<file path="config.mk">
export PLATFORM = sky130hd
export DESIGN_NAME = gtc_timer
export DESIGN_NICKNAME = d
export VERILOG_FILES = /design/src/gtc_pkg.sv /design/src/gtc_timer2.sv /design/src/gtc_timer.sv
export SDC_FILE = /design/constraint.sdc
export NUM_CORES = 1
export LEC_CHECK = 0
export BUFFER_PORTS_ARGS = -buffer_cell sky130_fd_sc_hd__buf_2
export CAP_MARGIN = 15
export CORE_MARGIN = 5
export CORE_UTILIZATION = 64
export DETAILED_ROUTE_END_ITERATION = 10
export GPL_TIMING_DRIVEN = 0
export PLACE_DENSITY = 0.86
export SYNTH_ARGS = -nofsm -noshare
export SYNTH_HDL_FRONTEND = slang
export SYNTH_SLANG_ARGS = --single-unit
</file>
<file path="constraint.sdc">
create_clock -name clk_sys_i -period 5.9 [get_ports clk_sys_i]
set_input_delay 1.18 -clock clk_sys_i [delete_from_list [all_inputs] [get_ports clk_sys_i]]
set_output_delay 1.18 -clock clk_sys_i [all_outputs]
set_load 0.03 [all_outputs]
</file>
<file path="src/gtc_pkg.sv">
// Constants, types and shared decoding for the general-purpose timer block.
// Assumes a single 125 MHz system clock and a 12-bit configuration-region offset.
package gtc_pkg;

	// Register offsets within the configuration region
	localparam logic [11:0] GTC_T1_COUNT_OFS = 12'hc7c;
	localparam logic [11:0] GTC_T1_CMPA_OFS = 12'hc7e;
	localparam logic [11:0] GTC_T1_CMPB_OFS = 12'hc80;
	localparam logic [11:0] GTC_T2_CTRL_OFS = 12'hc82;

	// Timer 2 control field positions
	localparam int GTC_T2_RUN_BIT = 15;
	localparam int GTC_T2_PERMIT_BIT = 14;
	localparam int GTC_T2_IRQ_BIT = 13;
	localparam int GTC_T2_FLAG_BIT = 5;
	localparam int GTC_T2_CONT_BIT = 0;

	// Reset values and count limits
	localparam logic [15:0] GTC_RESET_VALUE = 16'h0000;
	localparam logic [15:0] GTC_ALL_ONES = 16'hffff;
	localparam logic [15:0] GTC_ONE = 16'h0001;

	// Clock and prescale timing
	localparam int GTC_CLK_PERIOD_NS = 8;
	localparam int GTC_PRESCALE_CYCLES = 4;

	// Prescale phases, Gray coded
	typedef enum logic [1:0] {
		GTC_PH0 = 2'b00,
		GTC_PH1 = 2'b01,
		GTC_PH2 = 2'b11,
		GTC_PH3 = 2'b10
	} gtc_phase_t;

	// Terminal value: zero compare means count to all ones
	function automatic logic [15:0] gtc_limit(input logic [15:0] cmp);
		gtc_limit = (cmp == GTC_RESET_VALUE) ? GTC_ALL_ONES : cmp;
	endfunction

endpackage

</file>
<file path="src/gtc_timer2.sv">
// Timer 2 single-compare counter, used as the prescaler for timer 1.
// Assumes the parent supplies the divide-by-four tick and owns the control register.
module gtc_timer2
	import gtc_pkg::*;
(
	// Clock, reset, enable
	input wire logic clk_sys_i,
	input wire logic arst_n_i,
	input wire logic ce_i,
	// Control
	input wire logic tick_i,
	input wire logic run_i,
	input wire logic [15:0] compare_value_i,
	// Status
	output logic terminal_o,
	output logic [15:0] count_value_o
);

	logic [15:0] count_value_reg;
	logic [15:0] count_value_next;
	logic [15:0] count_inc;
	logic step;
	logic hit;

	// Counting halts while run is low, holding the count
	assign step = ce_i & run_i & tick_i;
	assign count_inc = count_value_reg + GTC_ONE;
	assign hit = step & (count_inc == gtc_limit(compare_value_i));
	assign count_value_next = hit ? GTC_RESET_VALUE : count_inc;
	assign terminal_o = hit;
	assign count_value_o = count_value_reg;

	always_ff @(posedge clk_sys_i or negedge arst_n_i) begin
		if (!arst_n_i) begin
			count_value_reg <= GTC_RESET_VALUE;
		end else if (step) begin
			count_value_reg <= count_value_next;
		end
	end

endmodule

</file>
<file path="src/gtc_timer.sv">
// Timer 1 count and compare logic with the timer 2 control register.
// Assumes register accesses arrive as single-cycle strobes on the system clock;
// the external input pin is asynchronous and is synchronised here.
//
// Summary of operation
// RQ1: Internal source advances count every fourth clock.
// RQ2: Prescale source advances on timer 2 terminal.
// RQ3: External source counts pin rising edges, quarter-rate max.
// RQ4: Count readable anytime, cleared at terminal value.
// RQ5: Count writes always accepted, counting resumes from it.
// RQ6: Each increment compared against compare register in use.
// RQ7: Two 16-bit compare registers, A and B.
// RQ8: Zero compare counts up to all ones.
// RQ9: Nonzero compare counts to programmed value.
// RQ10: Timer 2 run bit gates counting.
// RQ11: Clearing run freezes count, status unchanged.
// RQ12: Run bit changes only with permit set.
// RQ13: Noncontinuous timer 2 clears run at end.
// RQ14: Control holds irq allow, flag, continuous select.
// RQ15: Alternate mode alternates A then B.
// RQ16: In-use flag shows B, cleared on hardware stop.
// RQ17: Noncontinuous halts and clears run; continuous restarts.
// RQ18: Permit bit always reads zero.
module gtc_timer
	import gtc_pkg::*;
(
	// Clock, reset, enable
	input wire logic clk_sys_i,
	input wire logic arst_n_i,
	input wire logic ce_i,
	// Register access
	input wire logic [11:0] memory_mapped_config_region_addr_i,
	input wire logic memory_mapped_config_region_wr_i,
	input wire logic memory_mapped_config_region_rd_i,
	input wire logic [15:0] memory_mapped_config_region_wdata_i,
	output logic [15:0] memory_mapped_config_region_rdata_o,
	// Timer 1 control
	input wire logic timer_run_i,
	input wire logic external_source_select_i,
	input wire logic prescale_source_select_i,
	input wire logic alternate_compare_select_i,
	input wire logic continuous_select_i,
	// Timer 2 compare value
	input wire logic [15:0] timer2_compare_value_i,
	// External pin
	input wire logic timer1_input_pin_i,
	// Status
	output logic compare_in_use_flag_o,
	output logic terminal_reached_o,
	output logic timer_run_clear_o,
	output logic timer2_terminal_o,
	output logic irq_allow_o
);

	// Prescale phase
	gtc_phase_t phase_reg;
	gtc_phase_t phase_next;
	logic quarter_tick;

	// Pin synchroniser and edge detect
	logic pin_meta_reg;
	logic pin_sync_reg;
	logic pin_prev_reg;
	logic pin_rise;

	// Timer 1 registers
	logic [15:0] count_value_reg;
	logic [15:0] count_value_next;
	logic [15:0] compare_a_value_reg;
	logic [15:0] compare_b_value_reg;
	logic compare_in_use_flag_reg;
	logic compare_in_use_flag_next;
	logic halted_reg;
	logic terminal_reg;
	logic run_clear_reg;

	// Timer 2 control register fields
	logic t2_run_reg;
	logic t2_run_next;
	logic irq_allow_reg;
	logic terminal_reached_flag_reg;
	logic terminal_reached_flag_next;
	logic continuous_select_reg;
	logic t2_term;
	logic t2_term_reg;

	// Bus decode
	logic wr_count;
	logic wr_cmpa;
	logic wr_cmpb;
	logic wr_t2ctrl;
	logic [15:0] t2_ctrl_view;
	logic [15:0] read_mux;
	logic [15:0] rdata_reg;

	// Timer 1 datapath
	logic run_eff;
	logic source_tick;
	logic step;
	logic [15:0] count_inc;
	logic [15:0] limit_raw;
	logic hit;
	logic seq_end;

	// Divide-by-four phase walk
	always_comb begin
		case (phase_reg)
			GTC_PH0: phase_next = GTC_PH1;
			GTC_PH1: phase_next = GTC_PH2;
			GTC_PH2: phase_next = GTC_PH3;
			GTC_PH3: phase_next = GTC_PH0;
			default: phase_next = GTC_PH0;
		endcase
	end

	assign quarter_tick = (phase_reg == GTC_PH3); // [RQ1]

	always_ff @(posedge clk_sys_i or negedge arst_n_i) begin
		if (!arst_n_i) begin
			phase_reg <= GTC_PH0;
		end else if (ce_i) begin
			phase_reg <= phase_next;
		end
	end

	// Two-stage synchroniser, then edge detector on the second stage
	always_ff @(posedge clk_sys_i or negedge arst_n_i) begin
		if (!arst_n_i) begin
			pin_meta_reg <= 1'b0;
			pin_sync_reg <= 1'b0;
			pin_prev_reg <= 1'b0;
		end else if (ce_i) begin
			pin_meta_reg <= timer1_input_pin_i;
			pin_sync_reg <= pin_meta_reg;
			pin_prev_reg <= pin_sync_reg;
		end
	end

	assign pin_rise = pin_sync_reg & ~pin_prev_reg; // [RQ3]

	// Register decode
	assign wr_count = memory_mapped_config_region_wr_i & (memory_mapped_config_region_addr_i == GTC_T1_COUNT_OFS);
	assign wr_cmpa = memory_mapped_config_region_wr_i & (memory_mapped_config_region_addr_i == GTC_T1_CMPA_OFS);
	assign wr_cmpb = memory_mapped_config_region_wr_i & (memory_mapped_config_region_addr_i == GTC_T1_CMPB_OFS);
	assign wr_t2ctrl = memory_mapped_config_region_wr_i & (memory_mapped_config_region_addr_i == GTC_T2_CTRL_OFS);

	// Timer 2 counter
	gtc_timer2 u_timer2 (
		.clk_sys_i(clk_sys_i),
		.arst_n_i(arst_n_i),
		.ce_i(ce_i),
		.tick_i(quarter_tick),
		.run_i(t2_run_reg), // [RQ10] [RQ11]
		.compare_value_i(timer2_compare_value_i),
		.terminal_o(t2_term),
		.count_value_o()
	);

	// Source selection
	assign source_tick = external_source_select_i ? pin_rise : // [RQ3]
		(prescale_source_select_i ? t2_term : quarter_tick); // [RQ1] [RQ2]

	// Hardware stop holds until software drops run
	assign run_eff = timer_run_i & ~halted_reg;
	assign step = ce_i & run_eff & source_tick & ~wr_count;
	assign count_inc = count_value_reg + GTC_ONE;
	assign limit_raw = compare_in_use_flag_reg ? compare_b_value_reg : compare_a_value_reg; // [RQ6] [RQ15]
	assign hit = step & (count_inc == gtc_limit(limit_raw)); // [RQ6] [RQ8] [RQ9]
	assign seq_end = hit & ~continuous_select_i & (~alternate_compare_select_i | compare_in_use_flag_reg); // [RQ17]

	// Count update: a write wins over the increment
	assign count_value_next = wr_count ? memory_mapped_config_region_wdata_i : // [RQ5]
		(hit ? GTC_RESET_VALUE : count_inc); // [RQ4] [RQ17]

	// In-use flag walks A to B only in alternate mode
	assign compare_in_use_flag_next = seq_end ? 1'b0 : // [RQ16]
		(~alternate_compare_select_i ? 1'b0 : // [RQ15]
		(hit ? ~compare_in_use_flag_reg : compare_in_use_flag_reg)); // [RQ15] [RQ16]

	always_ff @(posedge clk_sys_i or negedge arst_n_i) begin
		if (!arst_n_i) begin
			count_value_reg <= GTC_RESET_VALUE;
		end else if (ce_i && (wr_count || step)) begin
			count_value_reg <= count_value_next; // [RQ4] [RQ5]
		end
	end

	always_ff @(posedge clk_sys_i or negedge arst_n_i) begin
		if (!arst_n_i) begin
			compare_a_value_reg <= GTC_RESET_VALUE;
			compare_b_value_reg <= GTC_RESET_VALUE;
		end else if (ce_i) begin
			if (wr_cmpa) begin
				compare_a_value_reg <= memory_mapped_config_region_wdata_i; // [RQ7]
			end
			if (wr_cmpb) begin
				compare_b_value_reg <= memory_mapped_config_region_wdata_i; // [RQ7]
			end
		end
	end

	always_ff @(posedge clk_sys_i or negedge arst_n_i) begin
		if (!arst_n_i) begin
			compare_in_use_flag_reg <= 1'b0;
			halted_reg <= 1'b0;
			terminal_reg <= 1'b0;
			run_clear_reg <= 1'b0;
		end else if (ce_i) begin
			compare_in_use_flag_reg <= compare_in_use_flag_next;
			halted_reg <= seq_end | (halted_reg & timer_run_i); // [RQ17]
			terminal_reg <= hit;
			run_clear_reg <= seq_end; // [RQ17]
		end
	end

	// Timer 2 control: run changes only with permit; write wins over hardware clear
	assign t2_run_next = (wr_t2ctrl && memory_mapped_config_region_wdata_i[GTC_T2_PERMIT_BIT]) ? memory_mapped_config_region_wdata_i[GTC_T2_RUN_BIT] : // [RQ12]
		((t2_term && !continuous_select_reg) ? 1'b0 : t2_run_reg); // [RQ13]

	// Flag: hardware set wins; software can only clear by writing zero
	assign terminal_reached_flag_next = t2_term | // [RQ14]
		(terminal_reached_flag_reg & ~(wr_t2ctrl & ~memory_mapped_config_region_wdata_i[GTC_T2_FLAG_BIT]));

	always_ff @(posedge clk_sys_i or negedge arst_n_i) begin
		if (!arst_n_i) begin
			t2_run_reg <= 1'b0;
			irq_allow_reg <= 1'b0;
			terminal_reached_flag_reg <= 1'b0;
			continuous_select_reg <= 1'b0;
			t2_term_reg <= 1'b0;
		end else if (ce_i) begin
			t2_run_reg <= t2_run_next; // [RQ10] [RQ12] [RQ13]
			terminal_reached_flag_reg <= terminal_reached_flag_next;
			t2_term_reg <= t2_term;
			if (wr_t2ctrl) begin
				irq_allow_reg <= memory_mapped_config_region_wdata_i[GTC_T2_IRQ_BIT]; // [RQ14]
				continuous_select_reg <= memory_mapped_config_region_wdata_i[GTC_T2_CONT_BIT]; // [RQ14]
			end
		end
	end

	// Control view: permit and reserved bits read zero
	assign t2_ctrl_view = {t2_run_reg, 1'b0, irq_allow_reg, 7'h00, // [RQ18]
		terminal_reached_flag_reg, 4'h0, continuous_select_reg}; // [RQ14]

	// Read selection; unmapped offsets read zero
	assign read_mux = (memory_mapped_config_region_addr_i == GTC_T1_COUNT_OFS) ? count_value_reg : // [RQ4]
		(memory_mapped_config_region_addr_i == GTC_T1_CMPA_OFS) ? compare_a_value_reg :
		(memory_mapped_config_region_addr_i == GTC_T1_CMPB_OFS) ? compare_b_value_reg :
		(memory_mapped_config_region_addr_i == GTC_T2_CTRL_OFS) ? t2_ctrl_view : GTC_RESET_VALUE;

	always_ff @(posedge clk_sys_i or negedge arst_n_i) begin
		if (!arst_n_i) begin
			rdata_reg <= GTC_RESET_VALUE;
		end else if (ce_i && memory_mapped_config_region_rd_i) begin
			rdata_reg <= read_mux;
		end
	end

	// Outputs
	assign memory_mapped_config_region_rdata_o = rdata_reg;
	assign compare_in_use_flag_o = compare_in_use_flag_reg;
	assign terminal_reached_o = terminal_reg;
	assign timer_run_clear_o = run_clear_reg;
	assign timer2_terminal_o = t2_term_reg;
	assign irq_allow_o = irq_allow_reg;

endmodule

</file>
## Yosys cells after proc, flatten, opt, wreduce, memory -nomap -nowiden

Cells that the tools add are included.

- Add/subtract/negate cells: 2
- Equal/unequal tests: 10
- Mux-type cells: 18
- Bitwise operators: 29
- Reduce and logical (&&, ||, !) cells: 15

Operator list:

| operator | count |
|---|---|
| 16-bit two-way mux | 10 |
| 12-bit == test (second input constant) | 4 |
| 16-bit by 1-bit adder with 16-bit output (second input constant) | 2 |
| 16-bit == test | 2 |
| 16-bit zero test | 2 |
| 1-bit bitwise AND | 18 |
| 2-bit AND reduction | 5 |
| 1-bit NOT | 8 |
| 2-bit one-hot mux with 4 select lines | 1 |
| 1-bit two-way mux | 7 |
| 2-bit == test (second input constant) | 2 |
| 1-bit logical AND | 4 |
| 3-bit by 1-bit != test with 1-bit output (second input constant) | 1 |
| 1-bit OR | 3 |
| 2-bit by 1-bit == test with 1-bit output (second input constant) | 1 |
| 2-bit zero test | 1 |
| 2-bit nonzero test | 1 |
| 1-bit zero test | 1 |
| 1-bit logical OR | 1 |

- Register bits after elaboration: 94
- Input bits: 55
- Output and inout bits: 21
- Logic and storage cells: 92

## Logic depth before layout (Yosys ltp)

Gate-level depths: netlist (run 1).

- Depth after elaboration: 13
- Mapped depth: 14
- Gate-level depth less buffers: 11

## Hierarchy

Synthesis (run 1) repeated with hierarchy kept, for this count alone.

- Cell total of the unflattened synthesis: 646
- Area total of the unflattened synthesis: 6,351.1 µm²

Modules (own cells, without submodules):

| module | instances | cells an instance | area each (µm²) | seq. area each (µm²) |
|---|---|---|---|---|
| gtc_timer | 1 | 459 | 4,778.3 | 1,951.9 |
| gtc_timer2 | 1 | 187 | 1,572.8 | 400.4 |

## Worst setup path before layout (run 1)

OpenSTA, ideal clock, no wires.

- Kind: input -> register
- Start: input port timer2_compare_value_i[10]
- End: register count_value_reg[10]
- Setup time: 0.121 ns
- Data arrival time: 3.690 ns
- Required time: 5.779 ns
- Setup slack: 2.089 ns
- Cell stages on the path: 12
- Path buffers: 2
- Path through: nor4_1 nand4_1 clkbuf_1 a2111oi_0 o21bai_1 o221ai_2 nor4_4 a21oi_2 o31ai_4 buf_6 o21ai_1 a22o_1

- Cells in the longest elaborated chain, start to end: 11
- Elaborated cells between the ends (all ways): 13
- Those cells by class: 1 x eq/ne; 5 x mux; 4 x bitwise; 3 x reduce/logical

RTL lines:

| what | line | source |
|---|---|---|
| start: declaration | gtc_timer.sv:44 | `input wire logic [15:0] timer2_compare_value_i,` |
| 16-bit zero test | gtc_pkg.sv:37 | `gtc_limit = (cmp == GTC_RESET_VALUE) ? GTC_ALL_ONES : cmp;` |
| 16-bit two-way mux * | gtc_pkg.sv:37 |  |
| 16-bit == test * | gtc_timer2.sv:28 | `assign hit = step & (count_inc == gtc_limit(compare_value_i));` |
| 1-bit bitwise AND * | gtc_timer2.sv:28 |  |
| 1-bit two-way mux * | gtc_timer.sv:161 | `(prescale_source_select_i ? t2_term : quarter_tick);` |
| 1-bit two-way mux * | gtc_timer.sv:160 | `assign source_tick = external_source_select_i ? pin_rise :` |
| 1-bit bitwise AND * (2 in a row) | gtc_timer.sv:165 | `assign step = ce_i & run_eff & source_tick & ~wr_count;` |
| 1-bit bitwise AND | gtc_timer.sv:168 | `assign hit = step & (count_inc == gtc_limit(limit_raw));` |
| 16-bit two-way mux | gtc_timer.sv:173 | `(hit ? GTC_RESET_VALUE : count_inc);` |
| 16-bit two-way mux | gtc_timer.sv:172 | `assign count_value_next = wr_count ? memory_mapped_config_region_wdata_i :` |
| end signal: assignment | gtc_timer.sv:184 | `count_value_reg <= count_value_next;` |
| end: declaration | gtc_timer.sv:67 | `logic [15:0] count_value_reg;` |

Mark *: on every way between the ends. The rest lies on a longest branch, timed or not.
A chain may end at the register's enable or synchronous reset.

## Worst setup path after layout (run 1)

- Start: input port timer2_compare_value_i[1]
- End: register count_value_reg[10]

The elaborated chain is that of the path after synthesis.

==> impl_results.md, run 1 <==
* Initial antenna violation count at 0
* Busiest grt layer: met2
* Die X at 108 um
* Crit. End Element: flop
* WP depth at 13
* TritonCTS clock tree: done
* Final wirelength at 18.1 mm
* H-tree lvl count at 3
* CTS Hold Bufs at 0
* Crit path launch: timer2_compare_value_i[1]
* Nets at 807
* Max-slew headroom at 47.0%
* CP Buf/Inv Count at 3
* Status: finished clean
* # DRC at 0
* Routed vias at 5,944
* R2r worst-path depth at 12
* TritonRoute pass-1 iters at 7
* Largest net degree at the start of global routing at 55
* CP delay by family, top: compound AO/OA/AOI/OAI gates
* Syn nets at 721
* Routed len/inst at 20.4 um
* DP Cell Count at 868
* Initial drt markers at 604
* Met3 Use GR at 5.82%
* Port bufs at 74
* WP data required at 6.19 ns
* R2R setup slack at 1.78 ns
* GRT met2 Usage at 50.6%
* Register area share after synthesis at 38.4%
* Setup Buffers After CTS at 0
* Final hold vios at 0
* Critical Path Sink: count_value_reg[10]
* Final min period at 4.19 ns
* Final setup violation count at 0
* Fmax at 239 MHz
* Critical Path Max Stage Delay at 0.46 ns
* Slew @ Worst Pin at 0.794 ns
* Synth cell types at 74
* Pwr/cell area at 221 nW/um^2
* Max VDD drop at 0.144 mV
* Mapped Area at 6120 um^2
* Core area at 9280 um^2
* Worst Path Class, Setup: in2reg
* Total CTS buffers at 9
* Clk sink count at 94
* Startpoint Class: input pin
* WP data arrival at 4.48 ns
* Mean post-synth cell area at 9.22 um^2
* Final Max Tran Viols at 0
* Dpl hpwl at 13.7 mm
* CP max stage cell: nor4_1
* P&R area growth vs syn at 12.6%
* Worst slack, placed at 1.32 ns
* Synth area leader: dfrtp_1
* Power consumption at 1.52 mW
* Site row count at 35
* Die area at 11,600 um^2
* Top-area cell type share of the netlist area at 38.4%
* Grt ovf at 0
* Top FF cell, synth: dfrtp_1
* FF-to-FF Start: u_timer2.count_value_o[0]
* Clock insertion delay at the later pin of the skew report at 0.38 ns
* Leakage at 2.99 nW
* Die height at 108 um
* Hold WC Path Type: reg2reg
* Clock root buffer: clkbuf_8
* Number of synthesized register bits at 94
* Post-Layout Cell Count at 884
* Top post-synthesis cells by area: dfrtp_1 38%, mux2_2 8.5%, o21ai_0 4.3%
* Setup TNS at 0 ns
* Vias in the first global route at 5,689
* Clk pin slew, worst setup/hold paths at 0.11 ns
* Synthesis Warnings at 0
* Effective utilization at floorplan at 65.9%
* Final worst-path cycle share at 71.0%
* Final ANT Viol Nets at 0
* Post-CTS Resized at 0
* Routing usage on met1 at 42.8%
* GPL Wtd Cong at 0.947
* Clock skew after layout at 0.0133 ns
* RSZ-0062 raised after global routing: false
* Reg-to-reg endpoint: count_value_reg[10]
* Crit path cell chain: buf_2 -> nor4_1 -> nand4_1 -> clkbuf_1 -> a2111oi_0 -> o21bai_1 -> o221ai_2 -> nor4_4 -> a21oi_2 -> o31ai_4 -> buf_6 -> o21ai_1 -> a22o_1
* Clk buf depth at 2
* First-pass GRT wire length at 29.0 mm
* CP max FO at 10
* Diodes inserted at 0
* EDFF count, synth at 0
* Layout cells sized above 1 at 21.2%
* Io pins at 76
* Gr usage total at 31.9%
* Cell count after synthesis at 664
* Async S/R FF share, synth at 100%
* Vias/cell at 6.72
* Max Cap Viol at 0
* Fin worst setup slack at 1.71 ns
metrics by stage:
stage,utilization [%],hold slack [ns],area [um^2]
3_3_place_gp,71.6,0.458,6650
4_1_cts,74.2,0.485,6890
5_1_grt,74.2,0.515,6890
6_report,74.2,0.483,6890
2_1_floorplan,-,0.449,6120
3_5_place_dp,72.0,0.464,6680
cells by family (layout without fill, tap and decap cells):
group	after synthesis	in the layout	synth area share, %
fa+ha+maj	2	2	0.409
simple gates	225	225	20.0
buf+inv	61	152	4.01
mux	59	59	10.6
compound gates	187	187	21.0
xor+xnor	36	36	5.60
flops	94	94	38.4
layout by cell type, fill, tap and decap left out, drive strengths merged, types with 5 or more instances in the layout:
master   n
a21o    16
a21oi   12
xor2     9
nand2b  10
and3     7
buf     88
dfrtp   94
a31oi   17
a22oi   19
mux2i   13
nand3   26
o21ai   59
and4     7
clkbuf  39
o31ai   12
mux2    46
o41ai    6
nand4   10
nand2   52
and2     5
nor3    13
inv     22
a211oi   8
nor2    44
a221oi   7
or3      8
xnor2   25
nor4    17
synthesized netlist by cell type (4+ instances only):
cell and count:
and2_1 5, xnor2_1 25, inv_1 18, o31ai_1 10, nor3b_1 4, mux2i_1 13, a21oi_1 11, o41ai_1 6
and3_1 7, a221oi_1 6, clkbuf_1 30, nand2b_1 10, nor2_1 44, and4_1 7, xor2_1 9, o21ai_1 6
mux2_2 46, nand2_1 52, nor3_1 13, a22oi_1 19, dfrtp_1 94, or3_1 8, a21o_1 16, a31oi_1 17
o211ai_1 4, nor4_1 15, a211oi_1 8, buf_2 7, nand4_1 8, nand3_1 26, buf_1 5, o21ai_0 52
nor4b_1 4
report_power, final:
part | leakage [nW] | switching (mW) | total, mW | internal [mW]
sequential | 1.27 | 0.0472 | 0.724 | 0.676
clock | 0.102 | 0.270 | 0.477 | 0.206
combinational | 1.62 | 0.193 | 0.324 | 0.132
total | 2.99 | 0.510 | 1.52 | 1.01
layout make-up:
class	count	area, um^2
well taps	129	161
flip-flops and latches	94	2350
inverters	18	67.6
multi-input cells	509	3520
repair buffers	75	400
clock buffers	9	124
plain buffers	43	178
fillers	734	2390
clock inverters	7	87.6
worst min-delay path by stage:
stage,start,to,slack [ns],cells past startpoint
floorplan,phase_reg[1],phase_reg[0],0.45,1
global placement,memory_mapped_config_region_rdata_o[15],memory_mapped_config_region_rdata_o[15],0.46,1
detailed placement,memory_mapped_config_region_rdata_o[0],memory_mapped_config_region_rdata_o[0],0.46,1
CTS,timer2_terminal_o,timer2_terminal_o,0.49,1
global route,terminal_reached_flag_reg,terminal_reached_flag_reg,0.52,1
finish,memory_mapped_config_region_rdata_o[15],memory_mapped_config_region_rdata_o[15],0.48,1
worst register-to-register path: cells and delay by family (launching register included):
| kind | cells | cell delay, ns |
|---|---|---|
| AOI/OAI and AO/OA | 6 | 1.51 |
| adders and majority gates | 1 | 0.31 |
| buffers and inverters | 1 | 0.21 |
| DFF | 1 | 0.52 |
| and+or+nand+nor | 4 | 1.47 |
metal layers:
metal,vias to the layer above,routed length [um]
met4,0,710
met1,2884,7360
met2,324,8470
met3,66,1540
li1,2670,-
met5,-,0
Power figures use the tool's default switching activity.
==> run 2: changes to the inputs <==
Settings changed: CORE_UTILIZATION 64 to 53, PLACE_DENSITY 0.86 to 0.76.
Clock period 5.9 ns to 3.6 ns, I/O delays scaled along.
==> impl_results.md, run 2 (same netlist as run 1, synthesis figures left out) <==
* Status: finished clean
* Layout cells sized above 1 at 26.4%
* Hold WC Path Type: in2async
* Initial antenna violation count at 0
* Worst slack, placed at -0.587 ns
* Total CTS buffers at 9
* Routed len/inst at 21.1 um
* TritonCTS clock tree: done
* Final Max Tran Viols at 0
* Clk buf depth at 2
* CP delay by family, top: simple AND/OR/NAND/NOR gates
* Internal power at 1.87 mW
* Most frequent cells in the layout: 92 x dfrtp_1, 77 x buf_2, 52 x nand2_1, 52 x o21ai_0, 46 x mux2_2
* Nets at 816
* Area of the multi-input gates at 3740 um^2
* Setup TNS at 0 ns
* Crit. End Element: flop
* Final ANT Viol Nets at 0
* Worst Path Class, Setup: reg2reg
* Clock insertion delay at the later pin of the skew report at 0.36 ns
* Post-Layout Cell Count at 907
* Die X at 117 um
* RSZ-0062 raised after global routing: true
* Vias/cell at 6.54
* R2r worst-path depth at 13
* Gr usage total at 27.6%
* Fmax at 284 MHz
* R2R setup slack at 0.08 ns
* Critical Path Max Stage Delay at 0.53 ns
* Power consumption at 2.70 mW
* WP data required at 3.85 ns
* H-tree lvl count at 3
* Most common cell after layout, fill and taps aside: dfrtp_1
* CP max stage cell: or4_4
* Combinational share of power at 19.7%
* Crit path cell chain: nand4_1 -> or4_4 -> xor2_2 -> nor4_2 -> o221ai_2 -> nor4_4 -> buf_4 -> a21oi_4 -> o31ai_4 -> buf_4 -> buf_6 -> o21ai_1 -> a22o_1
* Final hold vios at 0
* Grt ovf at 0
* Effective utilization at floorplan at 53.8%
* Pwr/cell area at 369 nW/um^2
* Most used cell, CP: buf_4
* Net Switching at 0.827 mW
* Clock share of power at 36.5%
* Site row count at 39
* Die height at 117 um
* CTS Hold Bufs at 0
* Max-slew headroom at 49.0%
* # DRC at 0
* Initial drt markers at 650
* Routed vias at 5,933
* Final wirelength at 19.2 mm
* DP Cell Count at 882
* Register area at 2350 um^2
* Fraction of power spent switching nets at 30.7%
* TritonRoute pass-1 iters at 5
* Largest net degree at the start of global routing at 69
* P&R area growth vs syn at 19.5%
* Vias in the first global route at 5,729
* Final core occ at 64.3%
* Clk pin slew, worst setup/hold paths at 0.07 ns
* Sequential power share at 43.8%
* CP max FO at 8
* Final min period at 3.52 ns
* Placed Area at 6700 um^2
* Port bufs at 74
* Clock skew after layout at 0.0103 ns
* Core area at 11,400 um^2
* Design Area, Final at 7310 um^2
* CP Buf/Inv Count at 3
* Max VDD drop at 0.350 mV
* Final worst-path cycle share at 97.9%
* Reg-to-reg endpoint: count_value_reg[10]
* Filler Cell Count at 956
* Fin worst setup slack at 0.0763 ns
* Final setup violation count at 0
* Max Cap Viol at 0
* GPL Wtd Cong at 0.954
* Leakage at 3.17 nW
* Dpl hpwl at 14.2 mm
* Clock root buffer: clkbuf_16
* Diodes inserted at 0
* First-pass GRT wire length at 31.0 mm
* Hold_ws at 0.281 ns
* Startpoint Class: flop
* FF-to-FF Start: u_timer2.count_value_o[8]
* Die area at 13,800 um^2
* Clk sink count at 94
* Io pins at 76
* Slew @ Worst Pin at 0.766 ns
* WP data arrival at 3.77 ns
[run 2: cell count changes in the layout (fill, tap and decap cells not counted), moves of 4 or more]
cell / delta
buf_4: +13
clkbuf_1: -5
clkbuf_16: +9
clkbuf_8: -9
nor3_1: -4
nor3_2: +4
nor4_1: -9
nor4_2: +7
[run 2: metal layers]
layer,up-vias,wire (um),GRT usage [%]
met5,-,0,0
met4,0,654,10.3
met3,47,1430,5.43
met2,266,9020,43.1
met1,2929,8070,38.0
li1,2691,-,-
[run 2: power by group through the flow]
| stage | clock (mW) | sequential [mW] | combinational [mW] |
|---|---|---|---|
| after floorplan | 0 | 1.18 | 0.344 |
| after global placement | 0 | 1.20 | 0.479 |
| after detailed placement | 0 | 1.20 | 0.503 |
| after CTS | 0.984 | 1.18 | 0.510 |
| after global routing | 1.04 | 1.19 | 0.586 |
| final | 0.983 | 1.18 | 0.531 |
[run 2: repair_timing]
item / CTS / global route
resized for setup: 22 / 30
cloned: 0 / 1
pin swaps: 2 / 6
setup endpoints to repair: 37 / 48
hold endpoints to repair: 0 / 0
buffers inserted: 2 / 8
[run 2: worst max path at each step]
stage | startpoint | endpoint | depth (start not counted)
2_1_floorplan | timer2_compare_value_i[10] | count_value_reg[10] | 12
3_3_place_gp | u_timer2.count_value_o[0] | count_value_reg[10] | 12
3_5_place_dp | timer2_compare_value_i[9] | count_value_reg[10] | 13
4_1_cts | u_timer2.count_value_o[3] | count_value_reg[7] | 13
5_1_grt | timer2_compare_value_i[1] | u_timer2.count_value_o[8] | 13
6_report | u_timer2.count_value_o[8] | count_value_reg[10] | 13
[run 2: layout make-up]
type                    count  share of cell area (%)
flip-flops and latches     94                    32.2
well taps                 143                    2.45
clock inverters             7                   0.975
multi-input cells         509                    51.1
inverters                  18                   0.924
repair buffers             86                    6.60
clock buffers               9                    3.08
plain buffers              41                    2.63
==> run 3: changes to the inputs <==
--- a/config.mk
+++ b/config.mk
@@ -12,3 +12,3 @@
 export DETAILED_ROUTE_END_ITERATION = 10
-export GPL_TIMING_DRIVEN = 0
+export GPL_TIMING_DRIVEN = 1
 export PLACE_DENSITY = 0.76
==> constraint.sdc (replaced) <==
create_clock -name clk_sys_i -period 3.6 [get_ports clk_sys_i]
set_input_delay 0.54 -clock clk_sys_i [delete_from_list [all_inputs] [get_ports clk_sys_i]]
set_output_delay 0.54 -clock clk_sys_i [all_outputs]
set_load 0.03 [all_outputs]
==> impl_results.md, run 3 (same netlist as run 1, synthesis figures left out) <==
* Status: finished clean
* H-tree lvl count at 3
* Hold WC Path Type: in2async
* Final worst-path cycle share at 96.8%
* Total CTS buffers at 9
* Placed Area at 6760 um^2
* Diodes inserted at 0
* Startpoint Class: flop
* Filler Cell Count at 952
* Final Max Tran Viols at 0
* Crit. End Element: flop
* Core area at 11,400 um^2
* Max-slew headroom at 39.4%
* Grt ovf at 0
* Fmax at 287 MHz
* Gr usage total at 25.5%
* Layout cells sized above 1 at 26.6%
* Port bufs at 75
* Post-Layout Cell Count at 887
* Pwr/cell area at 379 nW/um^2
* Die height at 117 um
* Vias in the first global route at 5,545
* Site row count at 39
* Post-CTS Resized at 0
* Io pins at 76
* CP max FO at 16
* Clk sink count at 94
* Routed vias at 5,736
* Crit path cell chain: nand4_2 -> or4_4 -> xor2_1 -> nor4_2 -> o221ai_2 -> nor4_4 -> buf_6 -> a221oi_2 -> buf_4 -> or3_1 -> a21o_1 -> o211ai_1
* Most common cell after layout, fill and taps aside: dfrtp_1
* Setup TNS at 0 ns
* TritonRoute pass-1 iters at 7
* Dpl hpwl at 13.2 mm
* Clock skew after layout at 0.00975 ns
* DP Cell Count at 871
* Nets at 796
* Routed len/inst at 20.1 um
* First-pass GRT wire length at 28.7 mm
* Final hold vios at 0
* P&R area growth vs syn at 16.6%
* Area of the multi-input gates at 3570 um^2
* # DRC at 0
* Die area at 13,800 um^2
* Power consumption at 2.70 mW
* Final core occ at 62.7%
* Setup Buffers After CTS at 0
* Effective utilization at floorplan at 53.8%
* Leakage at 3.12 nW
* Critical Path Max Stage Delay at 0.57 ns
* Final wirelength at 17.8 mm
* Clock insertion delay at the later pin of the skew report at 0.36 ns
* Max VDD drop at 0.295 mV
* Clock root buffer: clkbuf_16
* Final min period at 3.48 ns
* TritonCTS clock tree: done
* CTS Hold Bufs at 0
* Final ANT Viol Nets at 0
* Die X at 117 um
* Slew @ Worst Pin at 0.906 ns
* Most frequent cells in the layout: 89 x dfrtp_1, 74 x buf_2, 52 x nand2_1, 52 x o21ai_0, 46 x mux2_2
* Largest net degree at the start of global routing at 67
* Crit path launch: u_timer2.count_value_o[5]
* CP delay by family, top: simple AND/OR/NAND/NOR gates
* CP Buf/Inv Count at 2
* Initial drt markers at 500
* Worst Path Class, Setup: reg2reg
* Initial antenna violation count at 0
* Clk pin slew, worst setup/hold paths at 0.07 ns
* WP data required at 3.88 ns
* R2R setup slack at 0.12 ns
* Max Cap Viol at 0
* GPL Wtd Cong at 0.977
* Final setup violation count at 0
* WP data arrival at 3.76 ns
* Clk buf depth at 2
* Vias/cell at 6.47
* Register area at 2360 um^2
* Design Area, Final at 7130 um^2
* CP max stage cell: or4_4
* FF-to-FF Start: u_timer2.count_value_o[5]
-- run 3: cell types whose count changed in the layout (fill, tap and decap cells not counted), moves of 3 or more --
cell,delta
clkinv_2,-3
buf_2,-3
dfrtp_2,+3
nor4_2,-3
buf_1,-3
buf_4,+17
dfrtp_1,-3
clkbuf_2,-3
clkbuf_1,-25
nor4_1,+5
-- run 3: routing by layer --
| layer | track usage (%) | wire, um |
|---|---|---|
| met1 | 33.4 | 7300 |
| met2 | 40.5 | 8350 |
| met3 | 5.72 | 1410 |
| met4 | 11.3 | 757 |
| met5 | 0 | 0 |
-- run 3: layout make-up --
| cell class | instances | share of cell area [%] |
|---|---|---|
| clock buffer | 11 | 3.54 |
| tap | 143 | 2.51 |
| clock inverter | 5 | 0.930 |
| sequential | 94 | 33.1 |
| timing repair buffer | 107 | 8.89 |
| inverter | 18 | 0.947 |
| multi-input combinational | 509 | 50.1 |
-- run 3: metrics by stage --
stage          setup WS (ns)  hold slack [ns]
2_1_floorplan          0.286            0.244
5_1_grt              -0.0110            0.353
6_report               0.117            0.284
4_1_cts               0.0340            0.307
3_3_place_gp          0.0705            0.456
3_5_place_dp          0.0591            0.466
-- run 3: worst paths after layout --
kind,endpoint,depth (start not counted)
setup / recovery,count_value_reg[5],12
setup reg to reg,count_value_reg[5],12
max in group asynchronous,count_value_reg[3],2
min in group clk_sys_i,pin_meta_reg,2
hold reg to reg,memory_mapped_config_region_rdata_o[10],2
hold / removal,count_value_reg[12],1
-- run 3: power by group --
part	internal [mW]	total, mW	switching [mW]
Sequential	1.11	1.18	0.0712
Combinational	0.217	0.505	0.288
Clock	0.584	1.02	0.432
Total	1.91	2.70	0.791
